==> src/core/ssa_pkg.sv <==
package ssa_pkg;

   localparam int DATA_W = 16;
   localparam int ADDR_W = 4;

   // register byte addresses
   localparam logic [3:0] ADDR_CTRL = 4'h0;
   localparam logic [3:0] ADDR_STAT = 4'h4;
   localparam logic [3:0] ADDR_MASK = 4'h8;

   // control word bit positions
   localparam int BIT_EN    = 0;
   localparam int BIT_MST   = 1;
   localparam int BIT_MODE  = 2;
   localparam int BIT_STRS  = 4;
   localparam int BIT_ACK   = 5;
   localparam int BIT_START = 6;
   localparam int BIT_STOP  = 7;
   localparam int BIT_GCEN  = 8;
   localparam int BIT_STREN = 9;
   localparam int BIT_ABORT = 15;

   // status and mask bit positions
   localparam int EVT_STOP    = 0;
   localparam int EVT_TIMEOUT = 1;
   localparam int EVT_GCALL   = 2;
   localparam int EVT_ABORT   = 3;
   localparam int EVT_STRETCH = 4;
   localparam int EVT_W       = 5;

   localparam logic [EVT_W-1:0] STAT_RESET = 5'h00;
   localparam logic [EVT_W-1:0] MASK_RESET = 5'h00;

   // timing
   localparam int CLK_PERIOD_NS  = 100;
   localparam int STOP_PHASE_NS  = 5000;
   localparam int STOP_PHASE_CYC = (STOP_PHASE_NS + CLK_PERIOD_NS - 1) / CLK_PERIOD_NS;
   localparam int ABORT_CYC      = 4;

   localparam logic [3:0] STRETCH_AT_8 = 4'h8;
   localparam logic [3:0] STRETCH_AT_9 = 4'h9;
   localparam logic [3:0] BITS_PER_ACK = 4'h9;
   localparam logic [7:0] GC_ADDR      = 8'h00;

   typedef enum logic [1:0] {
      SSA_STOP_IDLE  = 2'b00,
      SSA_STOP_LOW   = 2'b01,
      SSA_STOP_SCLHI = 2'b10,
      SSA_STOP_SDAHI = 2'b11
   } ssa_stop_t;
endpackage

==> src/core/ssa_ctrl.sv <==
`timescale 1ns/1ps
module ssa_ctrl #(
   parameter int STOP_PHASE = ssa_pkg::STOP_PHASE_CYC,
   parameter int ABORT_LEN  = ssa_pkg::ABORT_CYC
) (
   // clock and reset
   input  wire logic                        sys_clk,
   input  wire logic                        rst,
   // register port
   input  wire logic [ssa_pkg::ADDR_W-1:0]  addr,
   input  wire logic [ssa_pkg::DATA_W-1:0]  wdata,
   input  wire logic                        wr_en,
   input  wire logic                        rd_en,
   output logic      [ssa_pkg::DATA_W-1:0]  rdata,
   output logic                             irq,
   // rest of the unit
   input  wire logic                        start_done,
   input  wire logic                        addr_match_evt,
   input  wire logic                        arb_lost_evt,
   input  wire logic                        timeout_en,
   input  wire logic                        timeout_expired,
   output logic                             timeout_start,
   output logic                             controller_enable,
   output logic                             master_select,
   output logic                             transfer_mode,
   output logic                             start_request,
   output logic                             stretch_point_select,
   output logic                             ack_select,
   // bus pins, open drain
   input  wire logic                        scl_in,
   output logic                             scl_out,
   output logic                             scl_oe_n,
   input  wire logic                        sda_in,
   output logic                             sda_out,
   output logic                             sda_oe_n
);
   localparam int ABORT_BOUND = ABORT_LEN + 2;

   logic                        stop_request;
   logic                        general_call_accept;
   logic                        stretch_enable;
   logic                        controller_abort;
   logic [3:0]                  abort_cnt;
   logic                        abort_done;
   logic                        next_en;
   logic                        next_mst;
   logic                        wr_ctrl;
   logic                        set_stop;
   logic                        set_start;
   logic                        stop_done;
   logic                        timeout_hit;
   ssa_pkg::ssa_stop_t          stop_state;
   logic [7:0]                  phase_cnt;
   logic                        scl_m, scl_s, scl_q;
   logic                        sda_m, sda_s, sda_q;
   logic                        scl_rise, scl_fall, bus_start;
   logic [3:0]                  bit_cnt;
   logic [3:0]                  next_bit;
   logic                        first_byte;
   logic [7:0]                  shreg;
   logic                        gc_evt;
   logic                        gc_drive;
   logic                        hold;
   logic                        hold_set;
   logic [ssa_pkg::EVT_W-1:0]   status;
   logic [ssa_pkg::EVT_W-1:0]   mask;
   logic [ssa_pkg::EVT_W-1:0]   evt;

   assign wr_ctrl = wr_en && (addr == ssa_pkg::ADDR_CTRL);
   assign scl_out = 1'b0;
   assign sda_out = 1'b0;

   // next enable and master values, software write then hardware clears
   always_comb begin
      next_en  = wr_ctrl ? wdata[ssa_pkg::BIT_EN] : controller_enable;
      next_mst = wr_ctrl ? wdata[ssa_pkg::BIT_MST] : master_select;
      if (addr_match_evt || arb_lost_evt || gc_evt || !next_en) begin
         next_mst = 1'b0;
      end
   end

   always_ff @(posedge sys_clk or posedge rst) begin
      if (rst) begin
         controller_enable <= 1'b0;
         master_select     <= 1'b0;
      end else begin
         controller_enable <= next_en;
         master_select     <= next_mst;
      end
   end

   // configuration bits, transfer mode stored only while master select is set; reserved positions are never stored
   always_ff @(posedge sys_clk or posedge rst) begin
      if (rst) begin
         transfer_mode        <= 1'b0;
         stretch_point_select <= 1'b0;
         general_call_accept  <= 1'b0;
         stretch_enable       <= 1'b0;
      end else if (wr_ctrl) begin
         if (master_select) begin
            transfer_mode <= wdata[ssa_pkg::BIT_MODE];
         end
         stretch_point_select <= wdata[ssa_pkg::BIT_STRS];
         general_call_accept  <= wdata[ssa_pkg::BIT_GCEN];
         stretch_enable       <= wdata[ssa_pkg::BIT_STREN];
      end
   end

   always_ff @(posedge sys_clk or posedge rst) begin
      if (rst) begin
         ack_select <= 1'b0;
      end else if (controller_abort) begin
         ack_select <= 1'b1;
      end else if (wr_ctrl) begin
         ack_select <= wdata[ssa_pkg::BIT_ACK];
      end
   end

   // abort: set by software only, cleared after the internal reset or on disable
   assign abort_done = controller_abort && (abort_cnt == 4'(ABORT_LEN - 1));
   always_ff @(posedge sys_clk or posedge rst) begin
      if (rst) begin
         controller_abort <= 1'b0;
         abort_cnt        <= 4'h0;
      end else if (!next_en) begin
         controller_abort <= 1'b0;
         abort_cnt        <= 4'h0;
      end else if (controller_abort) begin
         abort_cnt <= abort_cnt + 4'h1;
         if (abort_done) begin
            controller_abort <= 1'b0;
            abort_cnt        <= 4'h0;
         end
      end else if (wr_ctrl && wdata[ssa_pkg::BIT_ABORT]) begin
         controller_abort <= 1'b1;
      end
   end

   // start and stop requests are mutually exclusive
   assign set_stop  = wr_ctrl && wdata[ssa_pkg::BIT_STOP] && !wdata[ssa_pkg::BIT_START]
                      && !start_request && next_en && next_mst && !controller_abort;
   assign set_start = wr_ctrl && wdata[ssa_pkg::BIT_START] && !wdata[ssa_pkg::BIT_STOP]
                      && !stop_request && next_en && next_mst && !controller_abort;
   assign timeout_hit = timeout_expired && stop_request;

   always_ff @(posedge sys_clk or posedge rst) begin
      if (rst) begin
         stop_request <= 1'b0;
      end else if (!next_en || !next_mst || controller_abort) begin
         stop_request <= 1'b0;
      end else if (set_stop) begin
         stop_request <= 1'b1;
      end else if (stop_done || timeout_hit) begin
         stop_request <= 1'b0;
      end
   end

   always_ff @(posedge sys_clk or posedge rst) begin
      if (rst) begin
         start_request <= 1'b0;
      end else if (!next_en || !next_mst || controller_abort) begin
         start_request <= 1'b0;
      end else if (set_start) begin
         start_request <= 1'b1;
      end else if (start_done || (timeout_expired && start_request)) begin
         start_request <= 1'b0;
      end
   end

   always_ff @(posedge sys_clk or posedge rst) begin
      if (rst) begin
         timeout_start <= 1'b0;
      end else begin
         timeout_start <= (set_stop || set_start) && timeout_en;
      end
   end

   // stop sequence: SCL low, SDA low, release SCL, release SDA
   assign stop_done = (stop_state == ssa_pkg::SSA_STOP_SDAHI)
                      && (phase_cnt == 8'(STOP_PHASE - 1));
   always_ff @(posedge sys_clk or posedge rst) begin
      if (rst) begin
         stop_state <= ssa_pkg::SSA_STOP_IDLE;
         phase_cnt  <= 8'h00;
      end else if (controller_abort || timeout_hit || !stop_request) begin
         stop_state <= ssa_pkg::SSA_STOP_IDLE;
         phase_cnt  <= 8'h00;
      end else begin
         case (stop_state)
            ssa_pkg::SSA_STOP_IDLE: begin
               stop_state <= ssa_pkg::SSA_STOP_LOW;
               phase_cnt  <= 8'h00;
            end
            ssa_pkg::SSA_STOP_LOW: begin
               phase_cnt <= phase_cnt + 8'h01;
               if (phase_cnt == 8'(2 * STOP_PHASE - 1)) begin
                  stop_state <= ssa_pkg::SSA_STOP_SCLHI;
                  phase_cnt  <= 8'h00;
               end
            end
            ssa_pkg::SSA_STOP_SCLHI: begin
               // another device may stretch; wait for SCL high before timing
               if (scl_s) begin
                  phase_cnt <= phase_cnt + 8'h01;
               end
               if (scl_s && phase_cnt == 8'(STOP_PHASE - 1)) begin
                  stop_state <= ssa_pkg::SSA_STOP_SDAHI;
                  phase_cnt  <= 8'h00;
               end
            end
            ssa_pkg::SSA_STOP_SDAHI: begin
               phase_cnt <= phase_cnt + 8'h01;
            end
            default: begin
               stop_state <= ssa_pkg::SSA_STOP_IDLE;
               phase_cnt  <= 8'h00;
            end
         endcase
      end
   end

   // pin synchronisers and bus edge detection
   always_ff @(posedge sys_clk or posedge rst) begin
      if (rst) begin
         scl_m <= 1'b1;
         scl_s <= 1'b1;
         scl_q <= 1'b1;
         sda_m <= 1'b1;
         sda_s <= 1'b1;
         sda_q <= 1'b1;
      end else begin
         scl_m <= scl_in;
         scl_s <= scl_m;
         scl_q <= scl_s;
         sda_m <= sda_in;
         sda_s <= sda_m;
         sda_q <= sda_s;
      end
   end

   assign scl_rise  = scl_s && !scl_q;
   assign scl_fall  = !scl_s && scl_q;
   assign bus_start = scl_s && scl_q && sda_q && !sda_s;
   assign next_bit  = (bit_cnt == ssa_pkg::BITS_PER_ACK) ? 4'h1 : bit_cnt + 4'h1;

   // bit counter and address shifter
   always_ff @(posedge sys_clk or posedge rst) begin
      if (rst) begin
         bit_cnt    <= 4'h0;
         first_byte <= 1'b0;
         shreg      <= 8'h00;
      end else if (!controller_enable || controller_abort) begin
         bit_cnt    <= 4'h0;
         first_byte <= 1'b0;
      end else if (bus_start) begin
         // the fall right after START ends no clock: all ones wraps to 0 on it
         bit_cnt    <= '1;
         first_byte <= 1'b1;
      end else begin
         if (scl_rise) begin
            shreg <= {shreg[6:0], sda_s};
         end
         if (scl_fall) begin
            bit_cnt <= next_bit;
            if (next_bit == ssa_pkg::BITS_PER_ACK) begin
               first_byte <= 1'b0;
            end
         end
      end
   end

   // general call: answer the all-zero address during the ack clock
   assign gc_evt = scl_fall && first_byte && (next_bit == ssa_pkg::STRETCH_AT_8)
                   && (shreg == ssa_pkg::GC_ADDR) && general_call_accept
                   && controller_enable && !controller_abort;
   always_ff @(posedge sys_clk or posedge rst) begin
      if (rst) begin
         gc_drive <= 1'b0;
      end else if (!controller_enable || controller_abort || bus_start) begin
         gc_drive <= 1'b0;
      end else if (gc_evt) begin
         gc_drive <= !ack_select;
      end else if (scl_fall) begin
         gc_drive <= 1'b0;
      end
   end

   // clock stretch hold, released by any control word write
   assign hold_set = scl_fall && stretch_enable && controller_enable && !controller_abort
                     && (next_bit == (stretch_point_select ? ssa_pkg::STRETCH_AT_8
                                                            : ssa_pkg::STRETCH_AT_9));
   always_ff @(posedge sys_clk or posedge rst) begin
      if (rst) begin
         hold <= 1'b0;
      end else if (!stretch_enable || !controller_enable || controller_abort) begin
         hold <= 1'b0;
      end else if (hold_set) begin
         hold <= 1'b1;
      end else if (wr_ctrl) begin
         hold <= 1'b0;
      end
   end

   always_ff @(posedge sys_clk or posedge rst) begin
      if (rst) begin
         scl_oe_n <= 1'b1;
         sda_oe_n <= 1'b1;
      end else begin
         scl_oe_n <= !(hold || stop_state == ssa_pkg::SSA_STOP_LOW);
         sda_oe_n <= !(gc_drive || stop_state == ssa_pkg::SSA_STOP_SCLHI
                       || (stop_state == ssa_pkg::SSA_STOP_LOW
                           && phase_cnt >= 8'(STOP_PHASE)));
      end
   end

   // event status, write one to clear, a new event wins over the clear
   always_comb begin
      evt = '0;
      evt[ssa_pkg::EVT_STOP]    = stop_done;
      evt[ssa_pkg::EVT_TIMEOUT] = timeout_hit;
      evt[ssa_pkg::EVT_GCALL]   = gc_evt;
      evt[ssa_pkg::EVT_ABORT]   = abort_done;
      evt[ssa_pkg::EVT_STRETCH] = hold_set;
   end

   always_ff @(posedge sys_clk or posedge rst) begin
      if (rst) begin
         status <= ssa_pkg::STAT_RESET;
         mask   <= ssa_pkg::MASK_RESET;
      end else begin
         if (wr_en && addr == ssa_pkg::ADDR_STAT) begin
            status <= (status & ~wdata[ssa_pkg::EVT_W-1:0]) | evt;
         end else begin
            status <= status | evt;
         end
         if (wr_en && addr == ssa_pkg::ADDR_MASK) begin
            mask <= wdata[ssa_pkg::EVT_W-1:0];
         end
      end
   end

   assign irq = |(status & mask);

   always_ff @(posedge sys_clk or posedge rst) begin
      if (rst) begin
         rdata <= '0;
      end else if (rd_en) begin
         rdata <= '0;
         case (addr)
            ssa_pkg::ADDR_CTRL: begin
               rdata[ssa_pkg::BIT_EN]    <= controller_enable;
               rdata[ssa_pkg::BIT_MST]   <= master_select;
               rdata[ssa_pkg::BIT_MODE]  <= transfer_mode;
               rdata[ssa_pkg::BIT_STRS]  <= stretch_point_select;
               rdata[ssa_pkg::BIT_ACK]   <= ack_select;
               rdata[ssa_pkg::BIT_START] <= start_request;
               rdata[ssa_pkg::BIT_STOP]  <= stop_request;
               rdata[ssa_pkg::BIT_GCEN]  <= general_call_accept;
               rdata[ssa_pkg::BIT_STREN] <= stretch_enable;
               rdata[ssa_pkg::BIT_ABORT] <= controller_abort;
            end
            ssa_pkg::ADDR_STAT: rdata[ssa_pkg::EVT_W-1:0] <= status;
            ssa_pkg::ADDR_MASK: rdata[ssa_pkg::EVT_W-1:0] <= mask;
            default: rdata <= '0;
         endcase
      end
   end

   stop_gated_a: assert property (@(posedge sys_clk) disable iff (rst)
      stop_request |-> controller_enable && master_select)
      else $error("stop request set while disabled or slave");
   stop_exclusive_a: assert property (@(posedge sys_clk) disable iff (rst)
      wr_ctrl && wdata[ssa_pkg::BIT_STOP] && start_request |=> !stop_request)
      else $error("stop request accepted while start pending");
   stop_selfclr_a: assert property (@(posedge sys_clk) disable iff (rst)
      stop_done |=> !stop_request && status[ssa_pkg::EVT_STOP])
      else $error("stop request not cleared after stop");
   timeout_clear_a: assert property (@(posedge sys_clk) disable iff (rst)
      timeout_expired && stop_request |=> !stop_request && status[ssa_pkg::EVT_TIMEOUT])
      else $error("timeout did not clear stop request");
   timer_kick_a: assert property (@(posedge sys_clk) disable iff (rst)
      $rose(stop_request) |-> timeout_start == $past(timeout_en))
      else $error("timeout timer start mismatch");
   abort_ack_a: assert property (@(posedge sys_clk) disable iff (rst)
      controller_abort |=> ack_select)
      else $error("ack select not forced during abort");
   abort_finish_a: assert property (@(posedge sys_clk) disable iff (rst)
      $rose(controller_abort) |-> ##[1:ABORT_BOUND] !controller_abort)
      else $error("abort bit not cleared by hardware");
   abort_reset_a: assert property (@(posedge sys_clk) disable iff (rst)
      controller_abort |=> stop_state == ssa_pkg::SSA_STOP_IDLE && !hold && !stop_request)
      else $error("abort left internal state active");
   stretch_off_a: assert property (@(posedge sys_clk) disable iff (rst)
      !stretch_enable ##1 !stretch_enable |-> !hold)
      else $error("clock stretched while disabled");
   gcall_gate_a: assert property (@(posedge sys_clk) disable iff (rst)
      gc_evt |-> general_call_accept ##1 !master_select)
      else $error("general call answered while not accepted");
   master_clear_a: assert property (@(posedge sys_clk) disable iff (rst)
      addr_match_evt || arb_lost_evt |=> !master_select)
      else $error("master select not cleared by hardware event");
   reserved_zero_a: assert property (@(posedge sys_clk) disable iff (rst)
      rd_en && addr == ssa_pkg::ADDR_CTRL |=> rdata[14:10] == 5'h00)
      else $error("reserved control bits read nonzero");
endmodule

==> config.mk <==
export PLATFORM = sky130hd
export DESIGN_NAME = ssa_ctrl
export DESIGN_NICKNAME = d
export VERILOG_FILES = /design/src/core/ssa_pkg.sv /design/src/core/ssa_ctrl.sv
export SDC_FILE = /design/constraint.sdc
export NUM_CORES = 1
export LEC_CHECK = 0
export BUFFER_PORTS_ARGS = -buffer_cell sky130_fd_sc_hd__buf_2
export CORE_MARGIN = 4
export CORE_UTILIZATION = 50
export DETAILED_ROUTE_END_ITERATION = 7
export GPL_TIMING_DRIVEN = 0
export PLACE_DENSITY = 0.73
export SETUP_SLACK_MARGIN = 0.15
export SLEW_MARGIN = 0
export SYNTH_ARGS = -nofsm -noshare
export SYNTH_HDL_FRONTEND = slang
export SYNTH_SLANG_ARGS = --single-unit
export TNS_END_PERCENT = 30
==> constraint.sdc <==
create_clock -name sys_clk -period 2.6 [get_ports sys_clk]
set_clock_uncertainty 0.1 [all_clocks]
set_input_delay 0.65 -clock sys_clk [delete_from_list [all_inputs] [get_ports sys_clk]]
set_output_delay 0.65 -clock sys_clk [all_outputs]
set_load 0.1 [all_outputs]
# [Yosys cells after proc, flatten, opt, wreduce, memory -nomap -nowiden]
# Index checks and enable logic that the tools add are counted.
[word_totals] regBits=69 elab_cells=191 in_bits=31
[classes] n_reduce_logical=86 bitwise=7 addsub=3 n_mux=48 eq_ne=16 magnitude_cmp=1
[op_table] operator="logical AND 1 bit" count=38
[op_table] operator="two-way mux 8 bit" count=4
[op_table] operator="one-hot mux 8 bit (4 select lines)" count=1
[op_table] operator="two-way mux 4 bit" count=7
[op_table] operator="two-way mux 1 bit" count=27
[op_table] operator="nonzero test 3 bit" count=6
[op_table] operator="logical OR 1 bit" count=17
[op_table] operator="equality test 4 bit, second input constant" count=4
[op_table] operator="zero test 1 bit" count=15
[op_table] operator="AND 5 bit" count=2
[op_table] operator="two-way mux 5 bit" count=2
[op_table] operator="OR 5 bit" count=2
[op_table] operator="one-hot mux 3 bit (3 select lines)" count=1
[op_table] operator="adder 4 x 1 -> 4 bit, second input constant" count=2
[op_table] operator="adder 8 x 1 -> 8 bit, second input constant" count=1
[op_table] operator="equality test 8 x 6 -> 1 bit, second input constant" count=1
[op_table] operator="equality test 8 x 7 -> 1 bit, second input constant" count=1
[op_table] operator=">= comparator 8 x 6 -> 1 bit, second input constant" count=1
[op_table] operator="zero test 8 bit" count=1
[op_table] operator="two-way mux 2 bit" count=3
[op_table] operator="!= test 3 bit, second input constant" count=2
[op_table] operator="one-hot mux 2 bit (3 select lines)" count=1
[op_table] operator="AND reduction 3 bit" count=2
[op_table] operator="inverter 5 bit" count=1
[op_table] operator="other kinds (16)" count=19

# [Depth between registers and ports, before layout]
# Gate-level depths: netlist (run 1).
[depth] ltp_word=15 ltp_mapped=7

# [Worst setup path before layout (run 1)]
# Ideal clock, no wire load.
[synth_path] kind="register to register" startpoint="reg controller_enable" endpoint="reg shreg[0]" arrival_ns=2.028 n_path_buf=1 setup_time_ns=0.125 setup_slack_ns=0.347 synth_period_minus_slack_ns=2.253 path_stages_with_launch=5 path_cell_list="dfrtp_1 -> nand2b_1 -> clkbuf_1 -> nor3b_2 -> mux2_2"
[synth_between] elab_chain_cells=4
[synth_lines] item="from (decl)" line="ssa_ctrl.sv:23" source="output logic controller_enable,"
[synth_lines] item="from (signal assigned)" line="ssa_ctrl.sv:87" source="controller_enable <= next_en;"
[synth_lines] item="zero test 1 bit" line="ssa_ctrl.sv:252" source="end else if (!controller_enable || controller_abort) begin"
[synth_lines] item="logical OR 1 bit" line="ssa_ctrl.sv:252"
[synth_lines] item="inverter 1 bit (no line)"
[synth_lines] item="AND reduction 3 bit (no line)"
[synth_lines] item="to (signal assigned)" line="ssa_ctrl.sv:261" source="shreg <= {shreg[6:0], sda_s};"
[synth_lines] item="to (decl)" line="ssa_ctrl.sv:60" source="logic [7:0] shreg;"
# No other way between the ends.
# A chain may end at the register's enable or synchronous reset.

# [Worst setup path in the final report (run 1)]
[layout_path] startpoint="reg status[3] in the netlist's numbering" endpoint="out irq"
[layout_between] elab_chain_cells=2
[layout_lines] item="from (decl)" line="ssa_ctrl.sv:65" source="logic [ssa_pkg::EVT_W-1:0] status;"
[layout_lines] item="from (signal assigned)" line="ssa_ctrl.sv:328" source="status <= ssa_pkg::STAT_RESET;"
[layout_lines] item="from (signal assigned)" line="ssa_ctrl.sv:332" source="status <= (status & ~wdata[ssa_pkg::EVT_W-1:0]) | evt;"
[layout_lines] item="from (signal assigned)" line="ssa_ctrl.sv:334" source="status <= status | evt;"
[layout_lines] item="AND 5 bit" line="ssa_ctrl.sv:342" source="assign irq = |(status & mask);"
[layout_lines] item="OR reduction 5 bit" line="ssa_ctrl.sv:342"
[layout_lines] item="to (decl)" line="ssa_ctrl.sv:15" source="output logic irq,"
# No other way between the ends.

==> results, run 1 <==
- The region available for standard cell placement spans 6420 µm².
- The number of global-route vias before repair is 2,501.
- The initial DRC count is 120.
- The congestion estimate from routability-driven global placement came to 0.839.
- The worst-case clock buffer depth is 2.
- 59 I/O pins were placed.
- The global-route congestion overflow total is 0.
- Detailed placement ended at an HPWL of 5170 µm.
- Dividing the final minimum period by the clock period gives 0.866.
- The tool flagged a number of max-cap violations equal to 0.
- The endpoint class of the critical path is an output pin.
- In the post-synthesis netlist, the biggest area contributors are sky130_fd_sc_hd__dfrtp_1 46%, sky130_fd_sc_hd__dfstp_2 6.3%, sky130_fd_sc_hd__mux2_2 5.1%.
- The depth of the worst register-to-register path is 7.
- The post-synthesis to final-layout area growth is 19.3%.
- During synthesis, Yosys emitted a total of 0 warnings.
- The number of diodes added for antenna fixing is 0.
- The worst hold path passes through 0 cells.
- Measured against its own limit, the worst slew margin works out to 0.524.
- The hold-fix buffer count after cts is 0.
- The number of levels the H-tree was split into is 3.
- The leakage component of the power is 1.90 nW.
- Adding up every negative setup slack in the final design gives 0 ns.
- Counting every sink on the clock net gives 69.
- STA puts the critical path data arrival time at 1.50 ns.
- Summing over every cut layer, the via total after detailed routing is 2,548.
- The start point of the worst min-delay path is scl_m$_DFF_PP1_.
- TritonCTS built the clock tree.
- The filler cells instantiated in the layout total 529.
- The post-cts repair resize count is 0.
- Synthesis handed over a netlist of 312 instances.
- Summed over all layers, the routed wires come to 7120 µm.
- The wire length of the first global-routing pass is 12,100 µm.
- In this run the horizontal extent of the chip is 89.7 µm.
- The max-slew violation count is 0.
- The register-to-register setup slack is 0.50 ns.
- In this run the remaining antenna-violating nets after routing total 0.
- The cell accounting for the most synthesized area is sky130_fd_sc_hd__dfrtp_1.
- The fraction of layout instances using a drive strength above 1 is 0.282.
- For this run, asynchronously set or reset flops after synthesis account for 1.00.
- After detailed routing, the number of remaining DRC violations is 0.
- Internal power comes to 2.10 mW.
- The data required time at the worst endpoint is 1.85 ns.
- For this run, the register share of the synthesized area comes to 0.520.
- In this run the critical register-to-register path is captured at phase_cnt[3]$_DFFE_PP0P_.
- The hold-critical path endpoint is scl_s$_DFF_PP1_.
- The start point of the critical path is status[3]$_DFF_PP0_.
- The flow ran to the end, and the final reports show no timing, DRC or antenna violations.
- Counting the buffers created by CTS gives 9.
- After floorplanning, the core was divided into 29 placement rows.
- The ratio of total power to cell area is 738 nW/µm².
- The startpoint-to-endpoint class of the critical path is reg2out.
- The number of different library cells in the post-synthesis netlist is 54.
- The highest clock rate is 444 MHz.
- The worst hold path belongs to the class reg2reg.
- The hold violation count in the final report is 0.
- The kind of start point of the critical path is a flop.
- The die covers 8050 µm².
- The clock reaches the later pin of the worst-skew pair after 0.35 ns.
- Yosys instantiated no cell more often than sky130_fd_sc_hd__dfrtp_1.
- The commonest cells after synthesis are 61 x sky130_fd_sc_hd__dfrtp_1, 37 x sky130_fd_sc_hd__nand2_1, 17 x sky130_fd_sc_hd__nor2_1.
- Before antenna repair, the detailed router went through 4 iterations.
- The share of the synthesized area in the top cell type is 0.457.
- The sequential cell fraction of total power is 0.430.
- The share of total power dissipated in the clock network is 0.411.
- The initial utilization of the core area, before any placement, comes to 0.520.
- Of the total power, the share spent switching nets is 0.285.
- The die boundary height is 89.7 µm.
- VDD sags by at most 393 µV.
- Of the total power, combinational logic draws 0.160.
- The count of buffers added by post-CTS timing repair for setup is 0.
- The post-route minimum period is 2.25 ns.
- Yosys mapped a number of flops with a built-in enable equal to 0.
- The global routing usage summed across all routing layers is 0.186.
- The tightest hold path in the finished design has a slack of 0.256 ns.
- In this run, synthesis produced a sequential element count of 69.
- Setup repair after global routing left no endpoint under its margin.
- The cell area after synthesis is 3340 µm².
- The buffer cell driving the clock tree root is sky130_fd_sc_hd__clkbuf_8.
- The net switching power is 0.837 mW.
- Clock-pin slew was measured on the worst setup and hold paths at 0.07 ns.
- At the pin with the least slew margin, the transition time is 0.712 ns.
- For this run, the post-layout net count is 414.
- The dominant synthesized flop cell is sky130_fd_sc_hd__dfrtp_1.
- In the final routed layout, each cell accounts on average for 15.6 µm.
- The startpoint identified for the worst register-to-register timing path is stop_state[0]$_DFFE_PP0P_.
- Entering global routing, the biggest net connects 38 pins.
- Dividing the detail-routed via count by the number of cells gives 5.59.
- The initial antenna violation count came to 0.
- The total of endpoints with negative setup slack in the final report is 0.
- Buffers placed on the I/O ports in this run total 44.
- Dividing the synthesized area by the synthesized cell count gives 10.7 µm².
- Along the worst path, the maximum fanout reaches 3.
[how the worst max path moves through the flow]
stage                                    endpoint  slack [ns]  depth (start not counted)
after floorplan              shreg[0]$_DFFE_PP0P_        0.35                          4
after global placement    timeout_start$_DFF_PP0_        0.29                          7
after detailed placement  timeout_start$_DFF_PP0_        0.27                          7
after CTS                                     irq        0.34                          3
after global routing                          irq        0.25                          3
final                                         irq        0.35                          3
[per-stage QoR]
step | instances | worst slack, ns | cell area (µm²) | utilization | power, mW
floorplan | 318 | 0.347 | 3370 | - | 1.64
global placement | 439 | 0.289 | 3680 | 0.573 | 1.74
detailed placement | 440 | 0.271 | 3700 | 0.576 | 1.75
CTS | 456 | 0.338 | 3980 | 0.620 | 2.97
global route | 456 | 0.253 | 3980 | 0.620 | 3.06
finish | 456 | 0.347 | 3980 | 0.620 | 2.94
[cell usage in the layout, fill, tap and decap left out, types with 8 or more instances in the layout]
cell type                  count
sky130_fd_sc_hd__inv_1        13
sky130_fd_sc_hd__nand3_1      10
sky130_fd_sc_hd__clkbuf_8     11
sky130_fd_sc_hd__ha_1          9
sky130_fd_sc_hd__dfrtp_1      61
sky130_fd_sc_hd__nor3_1        8
sky130_fd_sc_hd__a21oi_1      13
sky130_fd_sc_hd__dfstp_2       8
sky130_fd_sc_hd__nor2_1       17
sky130_fd_sc_hd__nand2_1      37
sky130_fd_sc_hd__buf_2        47
sky130_fd_sc_hd__mux2_2       15
[layer usage]
metal  vias to the layer above  GRT usage  part of all wire
met5                         -          0                 0
met4                         0     0.0792             0.015
met3                         9     0.0501             0.050
met2                        68      0.281              0.47
met1                      1236      0.255              0.47
li1                       1235          -                 -
[cells by family after synthesis]
| kind of cell | synth area share |
|---|---|
| AND/OR/NAND/NOR | 0.190 |
| flip-flops | 0.520 |
| AO/OA/AOI/OAI | 0.135 |
| buffers and inverters | 0.0472 |
| multiplexers | 0.0686 |
| adder cells (fa/ha/maj) | 0.0337 |
| XOR/XNOR | 0.00525 |
| other | 0.00112 |
[power groups by stage]
stage                     sequential, mW  combinational, mW  clock (mW)
after global routing                1.28              0.504        1.28
after floorplan                     1.37              0.268           0
after CTS                           1.26              0.473        1.23
after global placement              1.28              0.460           0
final                               1.26              0.470        1.21
after detailed placement            1.28              0.471           0
[flip-flops by register name, indices dropped and copies added, names as in the netlist, 2 cells and up]
signal / cells
rdata: 11
phase_cnt: 8
shreg: 8
mask: 5
status: 5
abort_cnt: 4
bit_cnt: 4
stop_state: 2
[layout make-up]
type                       instances  area [µm²]  share of cell area
tap                               77        96.3              0.0242
timing repair buffer              45         240              0.0603
multi-input combinational        219        1470               0.369
clock inverter                     5         129              0.0324
clock buffer                      11         151              0.0380
buffer                            16         105              0.0264
sequential                        69        1740               0.436
inverter                          14        56.3              0.0141
[critical path, cell delays in order (launching register included)]
cell	delay [ns]
sky130_fd_sc_hd__dfrtp_1	0.42
sky130_fd_sc_hd__a222oi_1	0.36
sky130_fd_sc_hd__nand2_1	0.08
sky130_fd_sc_hd__buf_2	0.30
Note: power is estimated with default switching activity, not from simulation.
==> run 2: changes to the inputs <==
==> constraint.sdc (replaced) <==
create_clock -name sys_clk -period 2.6 [get_ports sys_clk]
set_clock_uncertainty 0.1 [all_clocks]
set_input_delay 0.52 -clock sys_clk [delete_from_list [all_inputs] [get_ports sys_clk]]
set_output_delay 0.52 -clock sys_clk [all_outputs]
set_load 0.1 [all_outputs]
==> run 2 against run 1 <==
Compared with the run above: core utilization shrank 2.0 points; sequential power about the same; critical path type is now reg2reg; sequential share of layout area increased by 1.5 points.
==> results, run 2 (synthesis gave the netlist of run 1 again) <==
- The overall die area is 8050 µm² (unchanged).
- The startpoint-to-endpoint class of the critical path is reg2reg.
- The worst-case clock buffer depth is 2 (unchanged).
- The count of buffering cells on the critical path with inverters included is 1 (unchanged).
- The standard cell core area was 6420 µm² (unchanged).
- The register-to-register setup slack is 0.36 ns (-0.14 ns).
- The run finished with clean final reports.
- The library cell used most frequently in the layout, excluding fill and tap cells, is sky130_fd_sc_hd__dfrtp_1.
- The number of buffers inserted during clock tree synthesis was 9 (unchanged).
- The initial antenna violation count is 0 (unchanged).
- The final RePlAce weighted congestion is 0.885 (+5.5%).
- The stage delay of the slowest cell on the critical path is 0.51 ns (+0.09 ns).
- The worst setup path is launched from a flop.
- The endpoint class of the critical path is a flop.
- The boundary pin count is 59 (unchanged).
- The total iterations of the first detailed-routing run is 4 (unchanged).
- The post-cts repair resize count was 0 (unchanged).
- The largest fanout on the critical path is 10 (+7).
- The number of levels the H-tree was split into was 3 (unchanged).
- The depth of the worst register-to-register path is 6 (-1).
- The overall die width came to 89.7 µm (unchanged).
- The post-CTS clock slew at the launch and capture registers of the worst setup and hold paths is 0.07 ns (about the same).
- The post-route minimum period is 2.24 ns (-0.0105 ns).
- The slew at the pin closest to its max-slew limit is 0.835 ns (+0.123 ns).
- The detailed-route vias per instance is 5.64 (+0.93%).
- The routed wire length is 7230 µm (+1.6%).
- The smallest setup slack after layout is 0.358 ns (+0.0105 ns).
- The class of the tightest hold or removal check is in2reg.
- The number of global-route vias before repair is 2,510 (+0.36%).
- The number of inserted filler cells in the final layout was 538 (+1.7%).
- The met1 track demand over resource in global routing is 0.253 (-0.00232).
- The largest registers in the layout are rdata (11), phase_cnt (8), shreg (8).
- The die boundary height is 89.7 µm (unchanged).
- The starting density of the core is 0.520 (unchanged).
- The HPWL after detailed placement is 5190 µm (+0.27%).
- The final non-filler cell area is 3850 µm² (-3.3%).
- The net count reported at finish was 413 (-0.24%).
- The initial DRC count came to 148 (+23%).
- The number of max-cap violations was 0 (unchanged).
- The maximum vdd ir drop came to 362 µV (-8.0%).
- The ratio of total power to cell area was 650 nW/µm² (-12%).
- The max-slew violation count is 0 (unchanged).
- The global routing stage identified its most utilized layer as met2.
- The worst hold path cell count was 1 (+1).
- The beginning of the worst register-to-register path is controller_abort$_DFF_PP0_.
- TritonCTS built the clock tree.
- The highest clock rate is 446 MHz (+0.47%).
- The total via count after detailed routing is 2,566 (+0.71%).
- The number of diodes added for antenna fixing is 0 (unchanged).
- The met3 usage is 0.0484 (-0.00167).
- The number of rows created at floorplan came to 29 (unchanged).
- For hold timing, the worst endpoint is sda_m$_DFF_PP1_.
- The fraction of layout instances using a drive strength above 1 is 0.275 (-0.00719).
- The slowest cell on the critical path is sky130_fd_sc_hd__nor2_1.
- The total of endpoints with negative setup slack in the final report is 0 (unchanged).
- The part of the cycle the worst path needs is 0.862 (-0.00405).
- The wire length of the first global-routing pass was 12,200 µm (+0.22%).
- The number of stages on the worst setup path is 6 (+3).
- The count of buffers added by post-CTS timing repair for setup is 0 (unchanged).
- The largest net degree at the start of global routing is 70 (+84%).
- The signal on the critical path passes through buf_2 > nor2_1 > nand2_1 > nor2_1 > nand3b_1 > o31ai_1.
- The placed instance area is 3680 µm² (-0.57%).
- The arrival time of data at the critical path endpoint is 2.39 ns (+0.89 ns).
- The hold-fix buffer count after cts is 0 (unchanged).
- The per-cell routed wire length came to 15.9 µm (+1.8%).
- The global-route congestion overflow total is 0 (unchanged).
- The DRC violations left is 0 (unchanged).
- From synthesis to final layout, the design area changed by 15.3%.
- The number of sinks driven by the clock tree is 69 (unchanged).
- The top cell types in the final layout, fill and taps aside, are 61 x sky130_fd_sc_hd__dfrtp_1, 47 x sky130_fd_sc_hd__buf_2, 37 x sky130_fd_sc_hd__nand2_1.
- The global routing usage summed across all routing layers was 0.187 (+0.000506).
- The most repeated library cell on the critical path is sky130_fd_sc_hd__nor2_1.
- The remaining max-slew budget at the tightest pin is 0.444 (-0.0807).
- The met2 track demand over resource in global routing came to 0.284 (+0.00313).
- In this run the critical register-to-register path is captured at phase_cnt[5]$_DFFE_PP0P_.
- The combined area of the multi-input logic cells was 1470 µm² (unchanged).
- The top cell family by delay on the critical path is simple AND/OR/NAND/NOR gates.
- The leakage component of the power is 1.84 nW (-3.3%).
- Setup repair after global routing left no endpoint under its margin.
- The buffer cell driving the clock tree root is sky130_fd_sc_hd__clkbuf_8.
- rdata holds more flip-flops than any other register.
- The number of flip-flops in the largest register is 11 (unchanged).
- In this run the most critical hold path is launched from sda_in.
- The register cell area after layout is 1740 µm² (unchanged).
- The data required time at the worst endpoint came to 2.75 ns (+0.90 ns).
- The insertion delay of the later-clocked pin in the worst-skew pair was 0.34 ns (about the same).
- The residual antenna-violating net count after detailed routing is 0 (unchanged).
- The total of buffers placed on input and output ports is 44 (unchanged).
- The hold violation count in the final report was 0 (unchanged).
- The worst setup slack before clock tree synthesis was 0.347 ns (+0.0756 ns).
[run 2: changes by cell type in the layout (fill, tap and decap cells not counted), sizes merged]
| cell | previous run | this run |
|---|---|---|
| buf | 57 | 56 |
| bufinv | 4 | 0 |
| clkbuf | 15 | 16 |
| clkinv | 0 | 2 |
| clkinvlp | 1 | 2 |
[run 2: metrics by stage]
step                utilization  hold slack, ns  setup TNS, ns  cells  total power [mW]
global placement          0.573           0.247         -34.56    439              1.74
finish                    0.600           0.172              0    455              2.50
global route              0.600           0.154              0    455              2.62
CTS                       0.600           0.155              0    455              2.52
floorplan                     -           0.245              0    318              1.64
detailed placement        0.573           0.247              0    439              1.75
[run 2: layout make-up]
| type | instances | area share |
|---|---|---|
| flip-flops and latches | 69 | 0.451 |
| multi-input cells | 219 | 0.381 |
| repair buffers | 44 | 0.0572 |
| clock buffers | 12 | 0.0377 |
| plain buffers | 16 | 0.0273 |
| well taps | 77 | 0.0250 |
| inverters | 14 | 0.0143 |
| clock inverters | 4 | 0.00650 |
[run 2: worst register-to-register path, cell delays in order (launching register included)]
cell and delay [ns]:
sky130_fd_sc_hd__dfrtp_1 0.38, sky130_fd_sc_hd__buf_2 0.19, sky130_fd_sc_hd__nor2_1 0.19, sky130_fd_sc_hd__nand2_1 0.12, sky130_fd_sc_hd__nor2_1 0.51, sky130_fd_sc_hd__nand3b_1 0.33
sky130_fd_sc_hd__o31ai_1 0.33
[run 2: power by group]
part	switching, mW	internal, mW	total, mW
combinational	0.332	0.134	0.466
clock	0.404	0.369	0.774
sequential	0.0896	1.17	1.26
[run 2: metal layers]
metal | share of wire | up-vias
met5 | 0 | -
met4 | 0.018 | 0
met3 | 0.055 | 9
met2 | 0.47 | 77
met1 | 0.46 | 1249
li1 | - | 1231
[run 2: worst max path at each step]
stage                     slack, ns                        from                       end
after global routing           0.25  controller_abort$_DFF_PP0_  phase_cnt[5]$_DFFE_PP0P_
after detailed placement       0.35                     addr[1]   timeout_start$_DFF_PP0_
after floorplan                0.25                         rst  abort_cnt[0]$_DFFE_PP0P_
after global placement        -0.57                         rst      rdata[2]$_DFFE_PP0P_
after CTS                      0.40  controller_abort$_DFF_PP0_  phase_cnt[5]$_DFFE_PP0P_
final                          0.36  controller_abort$_DFF_PP0_  phase_cnt[5]$_DFFE_PP0P_
==> run 3: changes to the inputs <==
Settings changed: CORE_UTILIZATION 50 to 56, PLACE_DENSITY 0.73 to 0.78.
Clock period 2.6 ns to 2.3 ns, I/O delays scaled along.
==> run 3 against run 2 <==
Compared with the run above: critical path depth down 3; global-route usage up 3.3 points; die area down 9.8%; combinational power up 15%.
==> results, run 3 (synthesis gave the netlist of run 1 again) <==
- The overall die width is 85.2 µm (-5.0%).
- The arrival time of data at the critical path endpoint is 1.52 ns (-0.87 ns).
- The total via count after detailed routing is 2,664 (+3.8%).
- The number of levels the H-tree was split into came to 3 (unchanged).
- The hold violation count in the final report is 0 (unchanged).
- The DRC violations left is 0 (unchanged).
- The beginning of the worst register-to-register path is shreg[1]$_DFFE_PP0P_.
- The global routing usage summed across all routing layers is 0.220 (+0.0326).
- The largest registers in the layout are rdata (11), phase_cnt (8), shreg (8).
- The fraction of layout instances using a drive strength above 1 is 0.293 (+0.0177).
- The number of sinks driven by the clock tree is 69 (unchanged).
- The post-route minimum period is 2.08 ns.
- The commonest non-fill, non-tap cell in the layout is sky130_fd_sc_hd__dfrtp_1.
- The sum of negative setup slack is 0 ns (unchanged).
- The largest net degree at the start of global routing is 41 (-41%).
- The placed instance area is 3700 µm² (+0.41%).
- The maximum vdd ir drop came to 490 µV (+35%).
- The max-slew violation count is 0 (unchanged).
- The insertion delay of the later-clocked pin in the worst-skew pair is 0.34 ns (about the same).
- The endpoint class of the critical path is an output pin.
- The standard cell core area is 5640 µm² (-12%).
- The number of inserted filler cells in the final layout is 438 (-19%).
- The data required time at the worst endpoint is 1.74 ns (-1.01 ns).
- The die boundary height is 85.2 µm (-5.0%).
- The ratio of total power to cell area is 811 nW/µm² (+25%).
- The part of the cycle the worst path needs is 0.905.
- The slew at the pin closest to its max-slew limit is 0.709 ns (-0.125 ns).
- The number of flip-flops in the largest register came to 11 (unchanged).
- The register cell area after layout is 1740 µm² (about the same).
- The number of max-cap violations is 0 (unchanged).
- The final RePlAce weighted congestion is 0.847 (-4.3%).
- The net count reported at finish is 414 (+0.24%).
- The worst hold path belongs to the class in2async.
- The number of buffers inserted during clock tree synthesis is 9 (unchanged).
- Setup repair after global routing could not meet its margin everywhere.
- The leakage component of the power is 1.88 nW (+2.7%).
- The per-cell routed wire length came to 16.7 µm (+5.0%).
- The hold-fix buffer count after cts was 0 (unchanged).
- The worst-case clock buffer depth came to 2 (unchanged).
- The initial antenna violation count is 0 (unchanged).
- The register name with the most flops is rdata.
- The starting density of the core came to 0.592 (+0.0720).
- The HPWL after detailed placement was 5370 µm (+3.5%).
- The highest clock rate is 480 MHz.
- The wire length of the first global-routing pass is 12,600 µm (+3.5%).
- The overall die area is 7260 µm² (-9.8%).
- The number of global-route vias before repair is 2,613 (+4.1%).
- The global-route congestion overflow total is 0 (unchanged).
- TritonCTS built the clock tree.
- The number of rows created at floorplan came to 27 (-6.9%).
- The routed wire length was 7520 µm (+4.1%).
- In this run the worst setup path begins at status[3]$_DFF_PP0_.
- Leaving out fill and tap cells, the most frequent cells in the layout are 60 x sky130_fd_sc_hd__dfrtp_1, 47 x sky130_fd_sc_hd__buf_2, 37 x sky130_fd_sc_hd__nand2_1.
- The startpoint-to-endpoint class of the critical path is reg2out.
- The sum of internal, switching and leakage power is 3.21 mW (+28%).
- The residual antenna-violating net count after detailed routing is 0 (unchanged).
- The number of diodes added for antenna fixing was 0 (unchanged).
- STA classifies the critical path startpoint as a flop.
- The total iterations of the first detailed-routing run is 5 (+1).
- The total of buffers placed on input and output ports came to 44 (unchanged).
- The initial DRC count is 141 (-4.7%).
- The detailed-route vias per instance is 5.91 (+4.7%).
- The total of endpoints with negative setup slack in the final report is 0 (unchanged).
- The run finished with clean final reports.
- The final non-filler cell area is 3960 µm² (+2.9%).
- The largest fanout on the critical path is 3 (-7).
- The remaining max-slew budget at the tightest pin came to 0.524 (+0.0800).
- The post-CTS clock slew at the launch and capture registers of the worst setup and hold paths is 0.08 ns (about the same).
- The area growth from synthesis to layout is 18.6%.
- The buffer cell driving the clock tree root is sky130_fd_sc_hd__clkbuf_8.
- The combined area of the multi-input logic cells is 1470 µm² (+0.34%).
- The boundary pin count is 59 (unchanged).
run 3: cell types whose count changed in the layout (fill, tap and decap cells not counted), sizes merged:
cell | before | now
clkinv | 2 | 1
clkbuf | 16 | 15
inv | 14 | 13
buf | 56 | 57
bufinv | 0 | 3
run 3: final cells by class:
type                    instances  area share
flip-flops and latches         69       0.439
clock buffers                  11      0.0382
repair buffers                 45      0.0606
multi-input cells             219       0.372
clock inverters                 5      0.0268
well taps                      72      0.0227
plain buffers                  16      0.0268
inverters                      14      0.0142
run 3: metal layers:
layer  wire length (µm)  up-vias  track usage
li1                   -     1236            -
met1               3320     1313        0.310
met2               3550       99        0.328
met3                499       16       0.0447
met4                151        0       0.0964
met5                  0        -            0
run 3: timing repair:
item,4_1_cts,5_1_grt
endpoints found under the setup margin,0,11
resized for setup,0,5
buffers inserted,0,0
hold endpoints to repair,0,0
run 3: worst max-delay path, cell delays in order, from the launching register on:
cell and delay [ns]:
sky130_fd_sc_hd__dfrtp_1 0.41, sky130_fd_sc_hd__a222oi_1 0.39, sky130_fd_sc_hd__nand2_1 0.08, sky130_fd_sc_hd__buf_2 0.30
run 3: path summary, 6_finish.rpt:
check,slack (ns),endpoint,cells past startpoint
setup / recovery,0.22,irq,3
max in group asynchronous,1.32,sda_q$_DFF_PP1_,3
hold reg to reg,0.26,scl_s$_DFF_PP1_,0
hold / removal,0.11,status[4]$_DFF_PP0_,2
setup reg to reg,0.27,timeout_start$_DFF_PP0_,5
min in group sys_clk,0.12,scl_m$_DFF_PP1_,1
run 3: power breakdown:
| group | internal (mW) | leakage, nW | switching, mW |
|---|---|---|---|
| logic | 0.155 | 0.854 | 0.381 |
| clock network | 0.781 | 0.126 | 0.464 |
| registers | 1.33 | 0.906 | 0.104 |
run 3: through the flow:
step                      instances   util  hold slack, ns  setup WS (ns)
after detailed placement        435  0.655           0.249         0.0431
after CTS                       451  0.701          0.0965          0.175
after global placement          434  0.652           0.247         0.0587
after global routing            451  0.702          0.0947         0.0629
after floorplan                 318      -           0.245         0.0469
final                           451  0.702           0.109          0.218
